**src/pkg/chain_readout_pkg.sv**
```systemverilog
/*
 Shared constants for the daisy-chain serial result readout.
 Assumes a 50 MHz system clock and 12-bit two's complement results.
*/
`default_nettype none
package chain_readout_pkg;
	localparam int WORD_W = 12;
	localparam int RAW_W = 14;
	localparam int FIFO_DEPTH = 16;
	localparam int FIFO_AW = 4;
	localparam logic [3:0] SLOT_BITS = 4'hd;
	localparam logic [3:0] WORD_BITS = 4'hc;
	localparam int CLK_PERIOD_NS = 20;
	localparam int INT_CLK_PERIOD_NS = 820;
	localparam int INT_CLK_CYCLES = INT_CLK_PERIOD_NS / CLK_PERIOD_NS;
	localparam logic [5:0] INT_TICK_LAST = 6'(INT_CLK_CYCLES - 1);
	localparam logic signed [RAW_W-1:0] RAW_MAX = 14'sh07ff;
	localparam logic signed [RAW_W-1:0] RAW_MIN = -14'sh0800;
	localparam logic [WORD_W-1:0] CODE_POS_FS = 12'h7ff;
	localparam logic [WORD_W-1:0] CODE_NEG_FS = 12'h800;
	localparam int SYN_SCLK = 0;
	localparam int SYN_CS_N = 1;
	localparam int SYN_RC = 2;
	localparam int SYN_CHAIN = 3;
	localparam int SYN_EXT = 4;
	localparam int SYN_W = 5;
	typedef enum logic [1:0] {
		ST_IDLE = 2'b01,
		ST_READ = 2'b10
	} read_state_t;
endpackage : chain_readout_pkg
`default_nettype wire

```
**src/logic/chain_readout.sv**
```systemverilog
/*
 Serial result readout with chain input, plus its result FIFO.
 Assumes pins are asynchronous to clk and the shift clock is far slower.
*/
`timescale 1ns/1ps
`default_nettype none
// Notes on behaviour
// - Shift one bit per external clock falling edge
// - No separator bit between consecutive words
// - Output ends cycle at start chain level
// - End level rule holds in every mode
// - Internal mode: output follows chain after 13 ticks
// - Out-of-range inputs saturate, never wrap
// - Output shifts only when selected and reading; goes to start level on deselect
// - MSB after first fall, LSB after twelfth
// - First chain bit appears at thirteenth fall

module sample_fifo #(
	parameter int W = 12,
	parameter int D = 16,
	parameter int AW = 4
) (
	input wire logic clk,
	input wire logic rst,
	input wire logic clk_en,
	input wire logic [W-1:0] in_data,
	input wire logic in_valid,
	output logic in_ready,
	output logic [W-1:0] out_data,
	output logic out_valid,
	input wire logic out_ready
);
	localparam logic [AW:0] DEPTH_C = (AW+1)'(D);
	logic [W-1:0] mem [D];
	logic [AW-1:0] wr_q;
	logic [AW-1:0] rd_q;
	logic [AW:0] cnt_q;
	logic [AW:0] cnt_d;
	logic ready_q;
	logic push;
	logic pop;

	assign push = in_valid && ready_q;
	assign pop = out_valid && out_ready;
	assign out_valid = cnt_q != '0;
	assign out_data = mem[rd_q];
	assign in_ready = ready_q;

	always_comb begin
		cnt_d = cnt_q;
		if (push && !pop) begin
			cnt_d = cnt_q + 1'b1;
		end else if (pop && !push) begin
			cnt_d = cnt_q - 1'b1;
		end
	end

	always_ff @(posedge clk) begin
		if (clk_en && push) begin
			mem[wr_q] <= in_data;
		end
	end

	always_ff @(posedge clk) begin
		if (rst) begin
			wr_q <= '0;
			rd_q <= '0;
			cnt_q <= '0;
			ready_q <= 1'b0;
		end else if (clk_en) begin
			if (push) begin
				wr_q <= wr_q + 1'b1;
			end
			if (pop) begin
				rd_q <= rd_q + 1'b1;
			end
			cnt_q <= cnt_d;
			ready_q <= cnt_d != DEPTH_C;
		end
	end
endmodule : sample_fifo

module chain_readout (
	input wire logic clk,
	input wire logic rst,
	input wire logic clk_en,
	input wire logic shift_clock,
	input wire logic chip_select_n,
	input wire logic read_convert,
	input wire logic chain_in,
	input wire logic clock_source_select,
	input wire logic signed [chain_readout_pkg::RAW_W-1:0] raw_sample,
	input wire logic sample_valid,
	output logic sample_ready,
	output logic serial_result_out
);
	import chain_readout_pkg::*;

	logic [SYN_W-1:0] syn1_q;
	logic [SYN_W-1:0] syn2_q;
	logic sclk_prev_q;
	logic rise;
	logic fall;
	logic en;
	logic ext;
	logic tick;
	logic shift_ev;
	logic in_bit;
	logic tag_q;
	logic start_tag_q;
	logic [WORD_W-1:0] sreg_q;
	logic [3:0] cnt_q;
	logic [5:0] div_q;
	logic [WORD_W-1:0] sat_code;
	logic [WORD_W-1:0] fifo_data;
	logic fifo_valid;
	logic fifo_pop;
	read_state_t state_q;

	// Two-stage synchronisers for all pins
	always_ff @(posedge clk) begin
		if (rst) begin
			syn1_q <= '0;
			syn2_q <= '0;
			sclk_prev_q <= 1'b0;
		end else if (clk_en) begin
			syn1_q <= {clock_source_select, chain_in, read_convert,
				chip_select_n, shift_clock};
			syn2_q <= syn1_q;
			sclk_prev_q <= syn2_q[SYN_SCLK];
		end
	end

	assign rise = syn2_q[SYN_SCLK] && !sclk_prev_q;
	assign fall = !syn2_q[SYN_SCLK] && sclk_prev_q;
	assign en = !syn2_q[SYN_CS_N] && syn2_q[SYN_RC];
	assign ext = syn2_q[SYN_EXT];
	assign tick = div_q == INT_TICK_LAST;
	assign shift_ev = ext ? fall : tick;
	assign in_bit = ext ? tag_q : syn2_q[SYN_CHAIN];

	// Saturating conversion code
	always_comb begin
		if (raw_sample > RAW_MAX) begin
			sat_code = CODE_POS_FS;
		end else if (raw_sample < RAW_MIN) begin
			sat_code = CODE_NEG_FS;
		end else begin
			sat_code = raw_sample[WORD_W-1:0];
		end
	end

	sample_fifo #(
		.W(WORD_W),
		.D(FIFO_DEPTH),
		.AW(FIFO_AW)
	) u_fifo (
		.clk(clk),
		.rst(rst),
		.clk_en(clk_en),
		.in_data(sat_code),
		.in_valid(sample_valid),
		.in_ready(sample_ready),
		.out_data(fifo_data),
		.out_valid(fifo_valid),
		.out_ready(fifo_pop)
	);

	assign fifo_pop = (state_q == ST_IDLE) && en;

	// Chain bit captured on shift clock rise
	always_ff @(posedge clk) begin
		if (rst) begin
			tag_q <= 1'b0;
		end else if (clk_en && rise) begin
			tag_q <= syn2_q[SYN_CHAIN];
		end
	end

	// Internal shift clock divider
	always_ff @(posedge clk) begin
		if (rst) begin
			div_q <= '0;
		end else if (clk_en) begin
			if (state_q != ST_READ || tick) begin
				div_q <= '0;
			end else begin
				div_q <= div_q + 1'b1;
			end
		end
	end

	// Read cycle sequencing
	always_ff @(posedge clk) begin
		if (rst) begin
			state_q <= ST_IDLE;
			start_tag_q <= 1'b0;
			cnt_q <= '0;
		end else if (clk_en) begin
			unique case (state_q)
				ST_IDLE: begin
					if (en) begin
						state_q <= ST_READ;
						start_tag_q <= syn2_q[SYN_CHAIN];
						cnt_q <= '0;
					end
				end
				ST_READ: begin
					if (!en) begin
						state_q <= ST_IDLE;
					end else if (shift_ev && cnt_q != SLOT_BITS) begin
						cnt_q <= cnt_q + 1'b1;
					end
				end
			endcase
		end
	end

	// Shift register and output
	always_ff @(posedge clk) begin
		if (rst) begin
			sreg_q <= '0;
			serial_result_out <= 1'b0;
		end else if (clk_en) begin
			if (state_q == ST_IDLE) begin
				if (en && fifo_valid) begin
					sreg_q <= fifo_data;
				end
			end else if (!en) begin
				serial_result_out <= start_tag_q;
			end else if (!ext && cnt_q == SLOT_BITS) begin
				serial_result_out <= syn2_q[SYN_CHAIN];
				if (shift_ev) begin
					sreg_q <= {sreg_q[WORD_W-2:0], in_bit};
				end
			end else if (shift_ev) begin
				serial_result_out <= sreg_q[WORD_W-1];
				sreg_q <= {sreg_q[WORD_W-2:0], in_bit};
			end
		end
	end

	chk_end_level: assert property (@(posedge clk) disable iff (rst)
		(clk_en && state_q == ST_READ && !en) |=>
		(serial_result_out == $past(start_tag_q)))
		else $error("output not at start chain level");

	chk_msb_first: assert property (@(posedge clk) disable iff (rst)
		(clk_en && state_q == ST_READ && en && ext && fall && cnt_q == 4'h0)
		|=> (serial_result_out == $past(sreg_q[WORD_W-1])))
		else $error("first bit is not the msb");

	chk_slot_bound: assert property (@(posedge clk) disable iff (rst)
		cnt_q <= SLOT_BITS)
		else $error("bit count beyond slot");

	chk_sat_high: assert property (@(posedge clk) disable iff (rst)
		(raw_sample > RAW_MAX) |-> (sat_code == CODE_POS_FS))
		else $error("high input wrapped");

	chk_sat_low: assert property (@(posedge clk) disable iff (rst)
		(raw_sample < RAW_MIN) |-> (sat_code == CODE_NEG_FS))
		else $error("low input wrapped");

	chk_idle_hold: assert property (@(posedge clk) disable iff (rst)
		(clk_en && state_q == ST_IDLE) |=> $stable(serial_result_out))
		else $error("output moved while not selected");

	chk_int_follow: assert property (@(posedge clk) disable iff (rst)
		(clk_en && state_q == ST_READ && en && !ext && cnt_q == SLOT_BITS)
		|=> (serial_result_out == $past(syn2_q[SYN_CHAIN])))
		else $error("output not following chain input");

	chk_tag_shift: assert property (@(posedge clk) disable iff (rst)
		(clk_en && state_q == ST_READ && en && ext && fall) |=>
		(sreg_q[0] == $past(tag_q)))
		else $error("chain bit not shifted in");

	chk_start_load: assert property (@(posedge clk) disable iff (rst)
		(clk_en && state_q == ST_IDLE && en && fifo_valid) |=>
		(state_q == ST_READ && cnt_q == 4'h0 && sreg_q == $past(fifo_data)))
		else $error("read cycle did not load word");

	chk_bit_hold: assert property (@(posedge clk) disable iff (rst)
		(clk_en && state_q == ST_READ && en && !shift_ev &&
		(ext || cnt_q != SLOT_BITS)) |=> $stable(serial_result_out))
		else $error("output moved between shifts");
endmodule : chain_readout
`default_nettype wire

```
**config.mk**
```make
export PLATFORM = sky130hd
export DESIGN_NAME = chain_readout
export DESIGN_NICKNAME = d
export VERILOG_FILES = /design/src/pkg/chain_readout_pkg.sv /design/src/logic/chain_readout.sv
export SDC_FILE = /design/constraint.sdc
export NUM_CORES = 1
export LEC_CHECK = 0
export BUFFER_PORTS_ARGS = -buffer_cell sky130_fd_sc_hd__buf_2
export CORE_MARGIN = 5
export CORE_UTILIZATION = 62
export DETAILED_ROUTE_END_ITERATION = 10
export PLACE_DENSITY = 0.87
export SYNTH_ARGS = -nofsm -noshare
export SYNTH_HDL_FRONTEND = slang
export SYNTH_HIERARCHICAL = 1
export SYNTH_SLANG_ARGS = --single-unit
```
**constraint.sdc**
```tcl
create_clock -name clk -period 3.25 [get_ports clk]
set_clock_uncertainty 0.2 [all_clocks]
set_input_delay 0.1625 -clock clk [delete_from_list [all_inputs] [get_ports clk]]
set_output_delay 0.1625 -clock clk [all_outputs]
set_load 0.005 [all_outputs]
```
Word-level counts from Yosys, hierarchy flattened
Memories as Yosys holds them, arrays and structs flattened. A register that Yosys moved wholly into a read port is not among the register bits.
Cells that the tools add are included.

storage, ports and cells
  register bits after elaboration = 52
  logic and storage cells = 92
  memories = 1
  RAM bits = 192

memory list
  memory      depth  bits a word  rd ports  clocked after Yosys merged registers in  write ports  line                 text
  u_fifo.mem  16     12           1         1                                        1            chain_readout.sv:34  logic [W-1:0] mem [D];

operators by class
  multiplexer cells = 25
  reductions and logical operators = 30
  bitwise logic cells = 1
  $add $sub $neg = 6
  equal/unequal tests = 13
  magnitude comparators = 2

operators with widths
  kind                  count
  $mux 12               6
  $mux 4                5
  $gt 14x12->1 const B  1
  $lt 14x12->1 const B  1
  $logic_and 1x1->1     13
  $add 4x1->4 const B   3
  $mux 5                2
  $ne 2x2->1 const B    5
  $reduce_and 3->1      3
  $pmux 4 s2            1
  $reduce_and 4->1      2
  $mux 1                7
  $add 6x1->6 const B   1
  $eq 6x6->1 const B    1
  $logic_not 1->1       6
  $mux 6                1
  $add 5x1->5 const B   1
  $ne 5x5->1 const B    1
  $reduce_bool 5->1     1
  $sub 5x1->5 const B   1
  $eq 4x4->1 const B    1
  $mux 2                2
  $ne 4x4->1 const B    1
  $pmux 2 s2            1
  8 further kinds       10

Longest topological paths before layout
Gate-level depths: netlist (run 1).

  depth in word-level cells = 8
  depth in mapped cells = 8
  mapped depth without buffers = 7

Cells and area by module
Netlist (run 1), hierarchy kept.

modules (own cells, without submodules)
  module         cells an instance  seq. area each (um2)  times used  area an instance (um2)
  sample_fifo    400                6125.9                1           8226.6
  chain_readout  259                760.7                 1           2068.2

Least setup slack after synthesis (run 1)
No wires, ideal clock.

  kind = register to register
  from = register (tool-made name)
  to = register sreg_q[0]
  cell stages (with the launch flop) = 7
  setup slack = 787 ps
  data required time = 2927 ps
  arrival time = 2140 ps
  setup time = 123 ps
  buffers on the path = 2
  cells stage by stage = dfxtp_1 -> buf_2 -> buf_2 -> mux4_2 -> mux4_2 -> o211ai_1 -> mux2i_1

RTL lines
  element               line                  text
  to (signal assigned)  chain_readout.sv:227  sreg_q <= fifo_data;
  to (signal assigned)  chain_readout.sv:234  sreg_q <= {sreg_q[WORD_W-2:0], in_bit};
  to (signal assigned)  chain_readout.sv:238  sreg_q <= {sreg_q[WORD_W-2:0], in_bit};
  to (decl)             chain_readout.sv:111  logic [WORD_W-1:0] sreg_q;

Worst setup path after layout (run 1)
  from = register u_fifo.cnt_q[0]
  to = register sreg_q[4]

between the ends
  cells in the longest elaborated chain, start to end = 4

ends and longest elaborated chain
  element                     line                  text
  from (decl)                 chain_readout.sv:37   logic [AW:0] cnt_q;
  from (signal assigned)      chain_readout.sv:77   cnt_q <= cnt_d;
  $reduce_bool 5->1           chain_readout.sv:45   assign out_valid = cnt_q != '0;
  via fifo_valid              chain_readout.sv:116  logic fifo_valid;
  $logic_and 1x1->1           chain_readout.sv:226  if (en && fifo_valid) begin
  $ne 2x1->1 (no line)        -
  $reduce_and 4->1 (no line)  -

The timed path passes the listed nets, and every way through them passes these cells.
A chain may end at the register's enable or synchronous reset.

==> impl_metrics.tcl, run 1 <==
set metrics [dict create \
    drive_above_1_share_pct 24.3 \
    endpoint_kind "register" \
    ys_ff_latch 248 \
    clkTransAtPathRegs_ns 0.06 \
    crit_fanout 23 \
    fp.dieH_microns 139 \
    numCtsBuffers 25 \
    antenna_found_initial 0 \
    drtIter0Drc 632 \
    synth_top_flop_cell "edfxtp_1" \
    setup_viol 0 \
    clock_sinks 248 \
    syn_area_sq_um 10300 \
    fin_util_pct 71.4 \
    post-dp-hpwl_microns 14100 \
    synth_edf_count 192 \
    filler_cell_count 980 \
    synth.avg_cell_area_sq_um 15.6 \
    rsz0062_at_grt "false" \
    port_buffers 24 \
    startpoint_type "register" \
    syn_nets 693 \
    power_mw 6.45 \
    via_per_inst 6.40 \
    worst_slew_margin_rel_pct 22.4 \
    cts_tree "done" \
    chipWidth_microns 139 \
    max_cap_violations 0 \
    regArea_sq_um 6890 \
    synth_common_cells "edfxtp_1, nor2_1, mux4_2" \
    via_count 6180 \
    peakVddDrop_mv 0.516 \
    report.final.slew_viol_count 0 \
    start_util_pct 62.5 \
    clk_latency_ns 0.53 \
    core_area_sq_um 16500 \
    grt_pass1_vias 6277 \
    drc 0 \
    critical_path_class "reg2reg" \
    fin_crit_ns 2.76 \
    dr.pass1.iters 7 \
    status "finished clean" \
    grt_max_degree 44 \
    multi_input_area_sq_um 3220 \
    yosysTopAreaCell "edfxtp_1" \
    io_pins 25 \
    async_reset_ff_share_pct 0 \
    detail-route-antenna-nets 0 \
    worst_pin_slew_ns 1.16 \
    die_area_sq_um 19300 \
    n_antenna_cell 0 \
    period_share_pct 84.9 \
    rows 47 \
    grtUsageTotal_pct 23.9 \
    cts_max_level 1 \
    clockBufferDepth 3 \
    synth.most_common_cell "edfxtp_1" \
    critPathArrivalTime_ns 2.95 \
    powerDensity_nw_per_um2 549 \
    tns_ns 0 \
    nNetsFinal 760 \
    p_leak_nw 3.98 \
    clock.fmax_mhz 362 \
    syn_inst 659 \
    fin_hold_ws_ns 0.0249 \
    wire_per_inst_microns 23.7 \
    routed_wl_microns 22900 \
    gp_congestion 0.871 \
    grt_overflow 0 \
    grt_pass1_wl_microns 35700 \
    synth_top_cell_area_share_pct 56.0 \
    synth_area_leaders "edfxtp_1, mux4_2, dfxtp_1" \
    seq_area_frac_synth_pct 66.9 \
    required_ns 3.44 \
    hold_path_class "in2reg" \
    hold_viol_final 0 \
    yosys.cell_types.count 57 \
    yosys_warnings 6 \
    area_growth_pct 14.2 \
    cts_root_buf "clkbuf_16" \
]
==> worst max-delay path: stages, from the launching register on <==
cell and delay, ns:
dfxtp_1 0.44, inv_1 0.11, ha_1 0.24, or4b_4 0.26, o211a_1 0.70, a21oi_1 0.21
a311oi_1 0.47
==> layout make-up <==
type,count,area share (%)
clock inverters,16,1.15
clock buffers,30,5.57
repair buffers,75,4.55
flip-flops and latches,248,58.6
inverters,12,0.383
multi-input cells,364,27.4
well taps,220,2.34
==> sequential cells by signal, summed over array words and instances (netlist names), named ones only <==
name	count
cnt_q	4
div_q	6
sclk_prev_q	1
serial_result_out	1
sreg_q	12
start_tag_q	1
state_q	2
syn1_q	5
syn2_q	5
tag_q	1
u_fifo/cnt_q	5
u_fifo/in_ready	1
u_fifo/mem	192
u_fifo/rd_q	4
u_fifo/wr_q	4
==> power breakdown <==
group	switching (mW)	internal (mW)	leakage, nW	total [mW]
combinational	0.163	0.0860	1.41	0.249
sequential	0.0134	3.45	2.19	3.46
clock	1.20	1.54	0.375	2.74
==> per-layer routing <==
metal	track usage [%]	vias to the layer above	routed length (microns)
met4	8.75	0	950
met2	40.8	325	11700
met5	0	-	0
met1	31.0	3081	8340
met3	4.59	81	1920
li1	-	2693	-
==> cell families after synthesis <==
kind of cell / count (synthesis) / synth area share (%)
multiplexers: 87 / 15.8
AND/OR/NAND/NOR: 172 / 7.86
XOR/XNOR: 13 / 1.11
AO/OA/AOI/OAI: 81 / 5.08
flip-flops: 248 / 66.9
adder cells (fa/ha/maj): 11 / 1.34
buffers and inverters: 47 / 1.96
==> cells in the final DEF, fill, tap and decap left out, drive strengths merged, types with 4 or more instances in the layout <==
| cell | netlist | final |
|---|---|---|
| a21oi | 35 | 35 |
| a311oi | 11 | 11 |
| and3 | 4 | 4 |
| buf | 17 | 67 |
| clkbuf | 18 | 30 |
| clkinv | 0 | 8 |
| clkinvlp | 0 | 5 |
| dfxtp | 56 | 56 |
| dlygate4sd3 | 0 | 8 |
| edfxtp | 192 | 192 |
| ha | 11 | 11 |
| inv | 12 | 14 |
| mux2i | 26 | 26 |
| mux4 | 60 | 60 |
| nand2 | 35 | 35 |
| nand2b | 6 | 6 |
| nand3 | 13 | 13 |
| nor2 | 83 | 83 |
| nor3 | 6 | 6 |
| o211ai | 5 | 5 |
| o21ai | 13 | 13 |
| xnor2 | 4 | 4 |
| xor2 | 9 | 9 |
==> worst paths after layout <==
path | startpoint | end | slack (ns) | cells past startpoint
hold reg to reg | syn1_q[0]$_SDFFE_PP0P_ | syn1_q[0]$_SDFFE_PP0P_ | 0.30 | 2
setup reg to reg | u_fifo/cnt_q[0]$_SDFFE_PP0P_ | sreg_q[4]$_SDFFE_PP0P_ | 0.49 | 6
hold / removal | raw_sample[9] | u_fifo/mem[9][9]$_DFFE_PP_ | 0.02 | 4
setup / recovery | u_fifo/cnt_q[0]$_SDFFE_PP0P_ | sreg_q[4]$_SDFFE_PP0P_ | 0.49 | 6
==> through the flow <==
stage	setup WS, ns	cell area, sq um	std cells
after CTS	0.494	11800	965
after detailed placement	0.556	10900	911
after global routing	0.346	11800	965
after global placement	0.722	10900	911
final	0.490	11800	965
after floorplan	0.787	10300	659
==> what timing repair did <==
action / CTS / global route
endpoints found under the hold margin: 30 / 0
hold buffers: 8 / 0
buffers inserted: 0 / 0
gates resized for setup: 0 / 0
(Power assumes the default switching activity.)
==> inputs of run 2 (changes only) <==
Settings changed: ABC_AREA set to 1, CORE_UTILIZATION 62 to 56, PLACE_DENSITY 0.87 to 0.83.
Clock period 3.25 ns to 2.5 ns, I/O delays scaled along.
==> run 2 against run 1 <==
Sequential share of layout area down 1.9 points; via count up 18%; sequential cell count unchanged; largest power group unchanged; register-to-register slack worse by 0.16 ns; final area up 3.4%; setup slack worse by 0.42 ns; hold slack better by 0.038 ns; combinational power up 140%; first-iteration DRC count up 25%; utilization down 6.6 points.
==> impl_metrics.tcl, run 2 <==
set metrics [dict create \
    status "finished clean" \
    startpoint_type "input pin" \
    power.share.switching_pct 20.8 \
    grtUsageTotal_pct 21.1 \
    routed_wl_microns 23200 \
    io_pins 25 \
    critical_path_class "in2reg" \
    pwr-share-clk_pct 43.1 \
    n_antenna_cell 0 \
    synth_common_cells "edfxtp_1, nand2_1, inv_1" \
    multi_input_area_sq_um 3140 \
    period_share_pct 97.1 \
    clockBufferDepth 3 \
    worst_pin_slew_ns 1.24 \
    synth_top_flop_cell "edfxtp_1" \
    cts_max_level 1 \
    start_util_pct 56.9 \
    port_buffers 24 \
    fin_hold_ws_ns 0.0628 \
    async_reset_ff_share_pct 0 \
    mostFrequentLayoutCell "edfxtp_1" \
    crit_fanout 17 \
    clkTransAtPathRegs_ns 0.06 \
    area_growth_pct 13.8 \
    worst_slew_margin_rel_pct 17.1 \
    final-instance-count-excl-fill 1259 \
    dp.cells 1199 \
    grt_overflow 0 \
    seq_area_frac_synth_pct 64.5 \
    grt_max_degree 78 \
    top_regs "u_fifo/mem: 192 flops, sreg_q: 12 flops, div_q: 6 flops" \
    yosysTopAreaCell "edfxtp_1" \
    max_cap_violations 0 \
    cts.repair_timing.setup_buffer_count 0 \
    clock.fmax_mhz 412 \
    detail-route-antenna-nets 0 \
    core_area_sq_um 18800 \
    drive_above_1_share_pct 12.3 \
    dp_worst_setup_slack_ns 0.240 \
    synth.most_common_cell "edfxtp_1" \
    fin_crit_ns 2.43 \
    drtIter0Drc 787 \
    synth.avg_cell_area_sq_um 11.2 \
    switchingPower_mw 1.88 \
    clk_latency_ns 0.51 \
    required_ns 2.43 \
    cts_root_buf "clkbuf_16" \
    drc 0 \
    slowest_stage "a21oi_1" \
    power.internal_mw 7.15 \
    path_cells "dlygate4sd3_1 > buf_2 > inv_1 > o21ai_0 > buf_4 > a21oi_1" \
    fin_ws_ns 0.0735 \
    peakVddDrop_mv 0.645 \
    via_per_inst 5.80 \
    report.final.slew_viol_count 0 \
    syn_inst 954 \
    hold_path_class "in2reg" \
    comb_power_share_pct 6.6 \
    ys_ff_latch 248 \
    filler_cell_count 1283 \
    endpoint_kind "register" \
    yosys_warnings 6 \
    largest_reg_flops 192 \
    max_stage_delay_ns 0.95 \
    p_leak_nw 4.34 \
    grt_pass1_vias 6960 \
    nNetsFinal 1041 \
    dr.pass1.iters 5 \
    final_cell_mix "edfxtp_1, nand2_1, inv_1" \
    powerDensity_nw_per_um2 743 \
    synth_area_leaders "edfxtp_1, dfxtp_1, a21oi_1" \
    wire_per_inst_microns 18.4 \
    post-dp-hpwl_microns 13500 \
    yosys.cell_types.count 41 \
    regArea_sq_um 6890 \
    syn_nets 988 \
    fp.dieH_microns 148 \
    hold_viol_final 0 \
    setup_viol 0 \
    syn_area_sq_um 10700 \
    chipWidth_microns 148 \
    via_count 7304 \
    grt_pass1_wl_microns 36600 \
    gp_congestion 0.806 \
    die_area_sq_um 21900 \
    share_seq_of_total_power_pct 50.3 \
    clock_sinks 248 \
    top_register "u_fifo/mem" \
    critPathArrivalTime_ns 2.36 \
    cts_tree "done" \
    rows 50 \
    antenna_found_initial 0 \
    numCtsBuffers 24 \
    synth_edf_count 192 \
    synth_top_cell_area_share_pct 54.0 \
]
## run 2: routing by layer
metal	up-vias	GRT usage [%]	part of all wire, %
met5	-	0	0
met4	0	6.14	2.1
met3	36	2.68	9.4
met2	331	35.9	49
met1	3476	28.9	39
li1	3461	-	-
## run 2: logic make-up (layout without fill, tap and decap cells)
group / Yosys count / count (layout) / share of synthesized area [%]
simple gates: 250 / 250 / 10.8
flops: 248 / 248 / 64.5
compound gates: 237 / 237 / 12.6
buf+inv: 157 / 228 / 6.18
mux: 48 / 48 / 4.50
fa+ha+maj: 11 / 11 / 1.29
xor+xnor: 3 / 3 / 0.246
## run 2: power groups by stage
| stage | registers [mW] | logic (mW) | clock network [mW] |
|---|---|---|---|
| final | 4.55 | 0.596 | 3.89 |
| after global routing | 4.55 | 0.662 | 4.09 |
| after CTS | 4.54 | 0.588 | 3.93 |
| after detailed placement | 4.63 | 0.562 | 0 |
| after global placement | 4.63 | 0.545 | 0 |
| after floorplan | 4.62 | 0.414 | 0 |
## run 2: repair_timing
action / CTS / global route
hold buffers: 16 / 0
resized for setup: 0 / 1
hold endpoints to repair: 96 / 0
endpoints found under the setup margin: 0 / 96
## run 2: worst max-delay path, delay by kind of cell
| family | cells | cell delay, ns |
|---|---|---|
| buffers and inverters | 4 | 1.14 |
| AOI/OAI and AO/OA | 2 | 1.09 |
## run 2: through the flow
stage	area (sq um)	setup TNS, ns	utilization, %	power [mW]
floorplan	10700	0	-	5.04
global placement	11100	0	59.3	5.17
detailed placement	11100	0	59.3	5.19
CTS	12200	0	64.8	9.07
global route	12200	-0.407	64.8	9.30
finish	12200	0	64.8	9.03
## run 2: final cells by class
type | instances | share of cell area, %
Clock buffer | 31 | 5.33
Clock inverter | 13 | 1.73
Inverter | 110 | 3.42
Multi-Input combinational cell | 549 | 25.8
Sequential cell | 248 | 56.7
Tap cell | 234 | 2.41
Timing Repair Buffer | 74 | 4.61
## run 2: final timing paths
path,depth (start not counted),endpoint,from,slack [ns]
hold reg to reg,2,sreg_q[5]$_SDFFE_PP0P_,sreg_q[5]$_SDFFE_PP0P_,0.26
hold / removal,3,u_fifo/mem[13][9]$_DFFE_PP_,raw_sample[9],0.06
setup / recovery,6,u_fifo/mem[4][1]$_DFFE_PP_,raw_sample[13],0.07
setup reg to reg,9,sreg_q[8]$_SDFFE_PP0P_,register,0.33
==> inputs of run 3 (changes only) <==
Settings changed: PLACE_DENSITY 0.83 to 0.72, SYNTH_HIERARCHICAL 1 to unset.
==> run 3 against run 2 <==
Synthesized cell count grew 7.8%; routed wire length shrank 3.9%; via count grew 0.42%; utilization grew 1.0 points; clock power shrank 4%; sequential power is essentially flat; die area grew 0.57%; fmax grew 12%.
==> impl_metrics.tcl, run 3 <==
set metrics [dict create \
    cts_root_buf "clkbuf_16" \
    yosys_warnings 0 \
    grt_pass1_wl_microns 35900 \
    cts_max_level 1 \
    cts_tree "done" \
    wire_per_inst_microns 16.2 \
    max_cap_violations 0 \
    drtIter0Drc 503 \
    top_register "u_fifo.mem" \
    synth.most_common_cell "edfxtp_1" \
    synth.avg_cell_area_sq_um 10.5 \
    worst_pin_slew_ns 1.12 \
    powerDensity_nw_per_um2 716 \
    via_count 7335 \
    cts_resized 0 \
    clk_latency_ns 0.52 \
    tns_ns 0 \
    drive_above_1_share_pct 14.7 \
    chipWidth_microns 149 \
    port_buffers 24 \
    grtUsageTotal_pct 20.5 \
    hold_path.startpoint "raw_sample[8]" \
    endpoint_kind "register" \
    async_reset_ff_share_pct 0 \
    final_cell_mix "edfxtp_1, inv_1, nand2_1" \
    clkTransAtPathRegs_ns 0.06 \
    worst_slew_margin_rel_pct 25.3 \
    status "finished clean" \
    fin_crit_ns 2.17 \
    core_area_sq_um 18800 \
    dr.pass1.iters 5 \
    detail-route-antenna-nets 0 \
    r2r_end "sreg_q[3]$_SDFFE_PP0P_" \
    rows 50 \
    setup_viol 0 \
    synth_top_flop_cell "edfxtp_1" \
    gp_congestion 0.813 \
    post-dp-hpwl_microns 14100 \
    rsz0062_at_grt "false" \
    top_regs "u_fifo.mem: 192 flops, sreg_q: 12 flops, div_q: 6 flops" \
    start_util_pct 57.1 \
    synth_edf_count 192 \
    routed_wl_microns 22300 \
    hold_depth 4 \
    antenna_found_initial 0 \
    nNetsFinal 1131 \
    grt_max_degree 49 \
    hold_path_class "in2reg" \
    largest_reg_flops 192 \
    synth_top_cell_area_share_pct 53.6 \
    reg2regPathDepth 8 \
    peakVddDrop_mv 0.696 \
    period_share_pct 86.9 \
    synth_area_leaders "edfxtp_1, dfxtp_1, inv_1" \
    synth_common_cells "edfxtp_1, inv_1, nand2_1" \
    yosys.cell_types.count 32 \
    fin_hold_ws_ns 0.00909 \
    p_leak_nw 4.63 \
    die_area_sq_um 22100 \
    drc 0 \
    area_growth_pct 15.3 \
    via_per_inst 5.33 \
    critical_path_class "in2reg" \
    startpoint_type "input pin" \
    n_antenna_cell 0 \
    slowest_stage "a21oi_1" \
    path_cells "dlygate4sd3_1 > buf_2 > inv_1 > o21ai_0 > a21oi_1" \
    filler_cell_count 1383 \
    hold_viol_final 0 \
    fin_ws_ns 0.326 \
    ys_ff_latch 248 \
    final-instance-count-excl-fill 1377 \
    seq_area_frac_synth_pct 64.1 \
    fp.dieH_microns 149 \
    syn_inst 1028 \
    required_ns 2.46 \
    syn_nets 1062 \
    critPathArrivalTime_ns 2.13 \
    critPathTopFamily "compound AO/OA/AOI/OAI gates" \
    dp.cells 1310 \
    clock_sinks 248 \
    io_pins 25 \
    mostFrequentLayoutCell "edfxtp_1" \
    max_stage_delay_ns 0.96 \
    dp_worst_setup_slack_ns 0.456 \
    yosysTopAreaCell "edfxtp_1" \
    report.final.slew_viol_count 0 \
    clock.fmax_mhz 460 \
    numCtsBuffers 26 \
    reg2reg_slack_ns 0.54 \
    syn_area_sq_um 10700 \
    hold_end "u_fifo.mem[11][8]$_DFFE_PP_" \
    grt_overflow 0 \
    crit_fanout 16 \
    grt_pass1_vias 6920 \
    path_buf_inv 3 \
    clockBufferDepth 3 \
]
[run 3: changes by cell type after synthesis, sizes merged, moves of 2 or more]
| cell | change |
|---|---|
| clkbuf | -2 |
| inv | +44 |
| nor2 | +17 |
| clkinv | -3 |
| or2 | -2 |
| buf | +10 |
| nand3 | +52 |
| o21ai | -4 |
| nand2 | +9 |
| mux2i | -48 |
[run 3: cell families (layout without fill, tap and decap cells)]
family / count (synthesis) / count (layout) / synth area share [%]
AOI/OAI and AO/OA: 234 / 234 / 12.8
buffers and inverters: 206 / 295 / 7.99
adders and majority gates: 11 / 11 / 1.28
and+or+nand+nor: 326 / 326 / 13.7
DFF: 248 / 248 / 64.1
xor gates and xnor gates: 3 / 3 / 0.245
[run 3: report_power, final]
part	switching, mW	leakage, nW	total [mW]	internal (mW)
combinational	0.383	2.03	0.581	0.198
sequential	0.0414	2.19	4.55	4.51
clock	1.50	0.409	3.74	2.24
[run 3: worst min-delay path, delay by kind of cell]
family / cells / cell delay (ns)
AO/OA/AOI/OAI: 1 / 0.08
buffers and inverters: 3 / 0.34
[run 3: metrics by stage]
step	power, mW	instance area, sq um	utilization, %
3_3_place_gp	5.17	11400	60.3
6_report	8.87	12400	65.8
5_1_grt	9.19	12400	65.8
3_5_place_dp	5.19	11400	60.3
2_1_floorplan	5.01	10700	-
4_1_cts	8.93	12400	65.8
[run 3: layout make-up]
class | instances | area, sq um | share of cell area [%]
sequential | 248 | 6890 | 55.6
multi-input combinational | 574 | 3000 | 24.2
timing repair buffer | 96 | 758 | 6.12
clock buffer | 35 | 726 | 5.86
inverter | 151 | 567 | 4.57
tap | 260 | 325 | 2.63
clock inverter | 13 | 116 | 0.939
[run 3: worst max path at each step]
stage | cells past startpoint | end | from | slack (ns)
after floorplan | 6 | u_fifo.mem[11][0]$_DFFE_PP_ | u_fifo.in_ready$_SDFFE_PP0P_ | 0.47
after global placement | 4 | u_fifo.mem[13][3]$_DFFE_PP_ | raw_sample[13] | 0.49
after detailed placement | 4 | u_fifo.mem[15][9]$_DFFE_PP_ | raw_sample[13] | 0.46
after CTS | 5 | u_fifo.mem[3][9]$_DFFE_PP_ | raw_sample[13] | 0.45
after global routing | 5 | u_fifo.mem[3][9]$_DFFE_PP_ | raw_sample[13] | 0.17
final | 5 | u_fifo.mem[15][9]$_DFFE_PP_ | raw_sample[13] | 0.33
[run 3: layer usage]
layer  part of all wire (%)  up-vias  GRT usage (%)
li1                       -     3668              -
met1                     45     3445           28.6
met2                     49      174           34.0
met3                    4.1       48           2.59
met4                    2.8        0           5.87
met5                      0        -              0
[run 3: what timing repair did]
| action | CTS | global route |
|---|---|---|
| endpoints found under the hold margin | 121 | 0 |
| hold buffers | 19 | 0 |
| setup buffers | 0 | 0 |
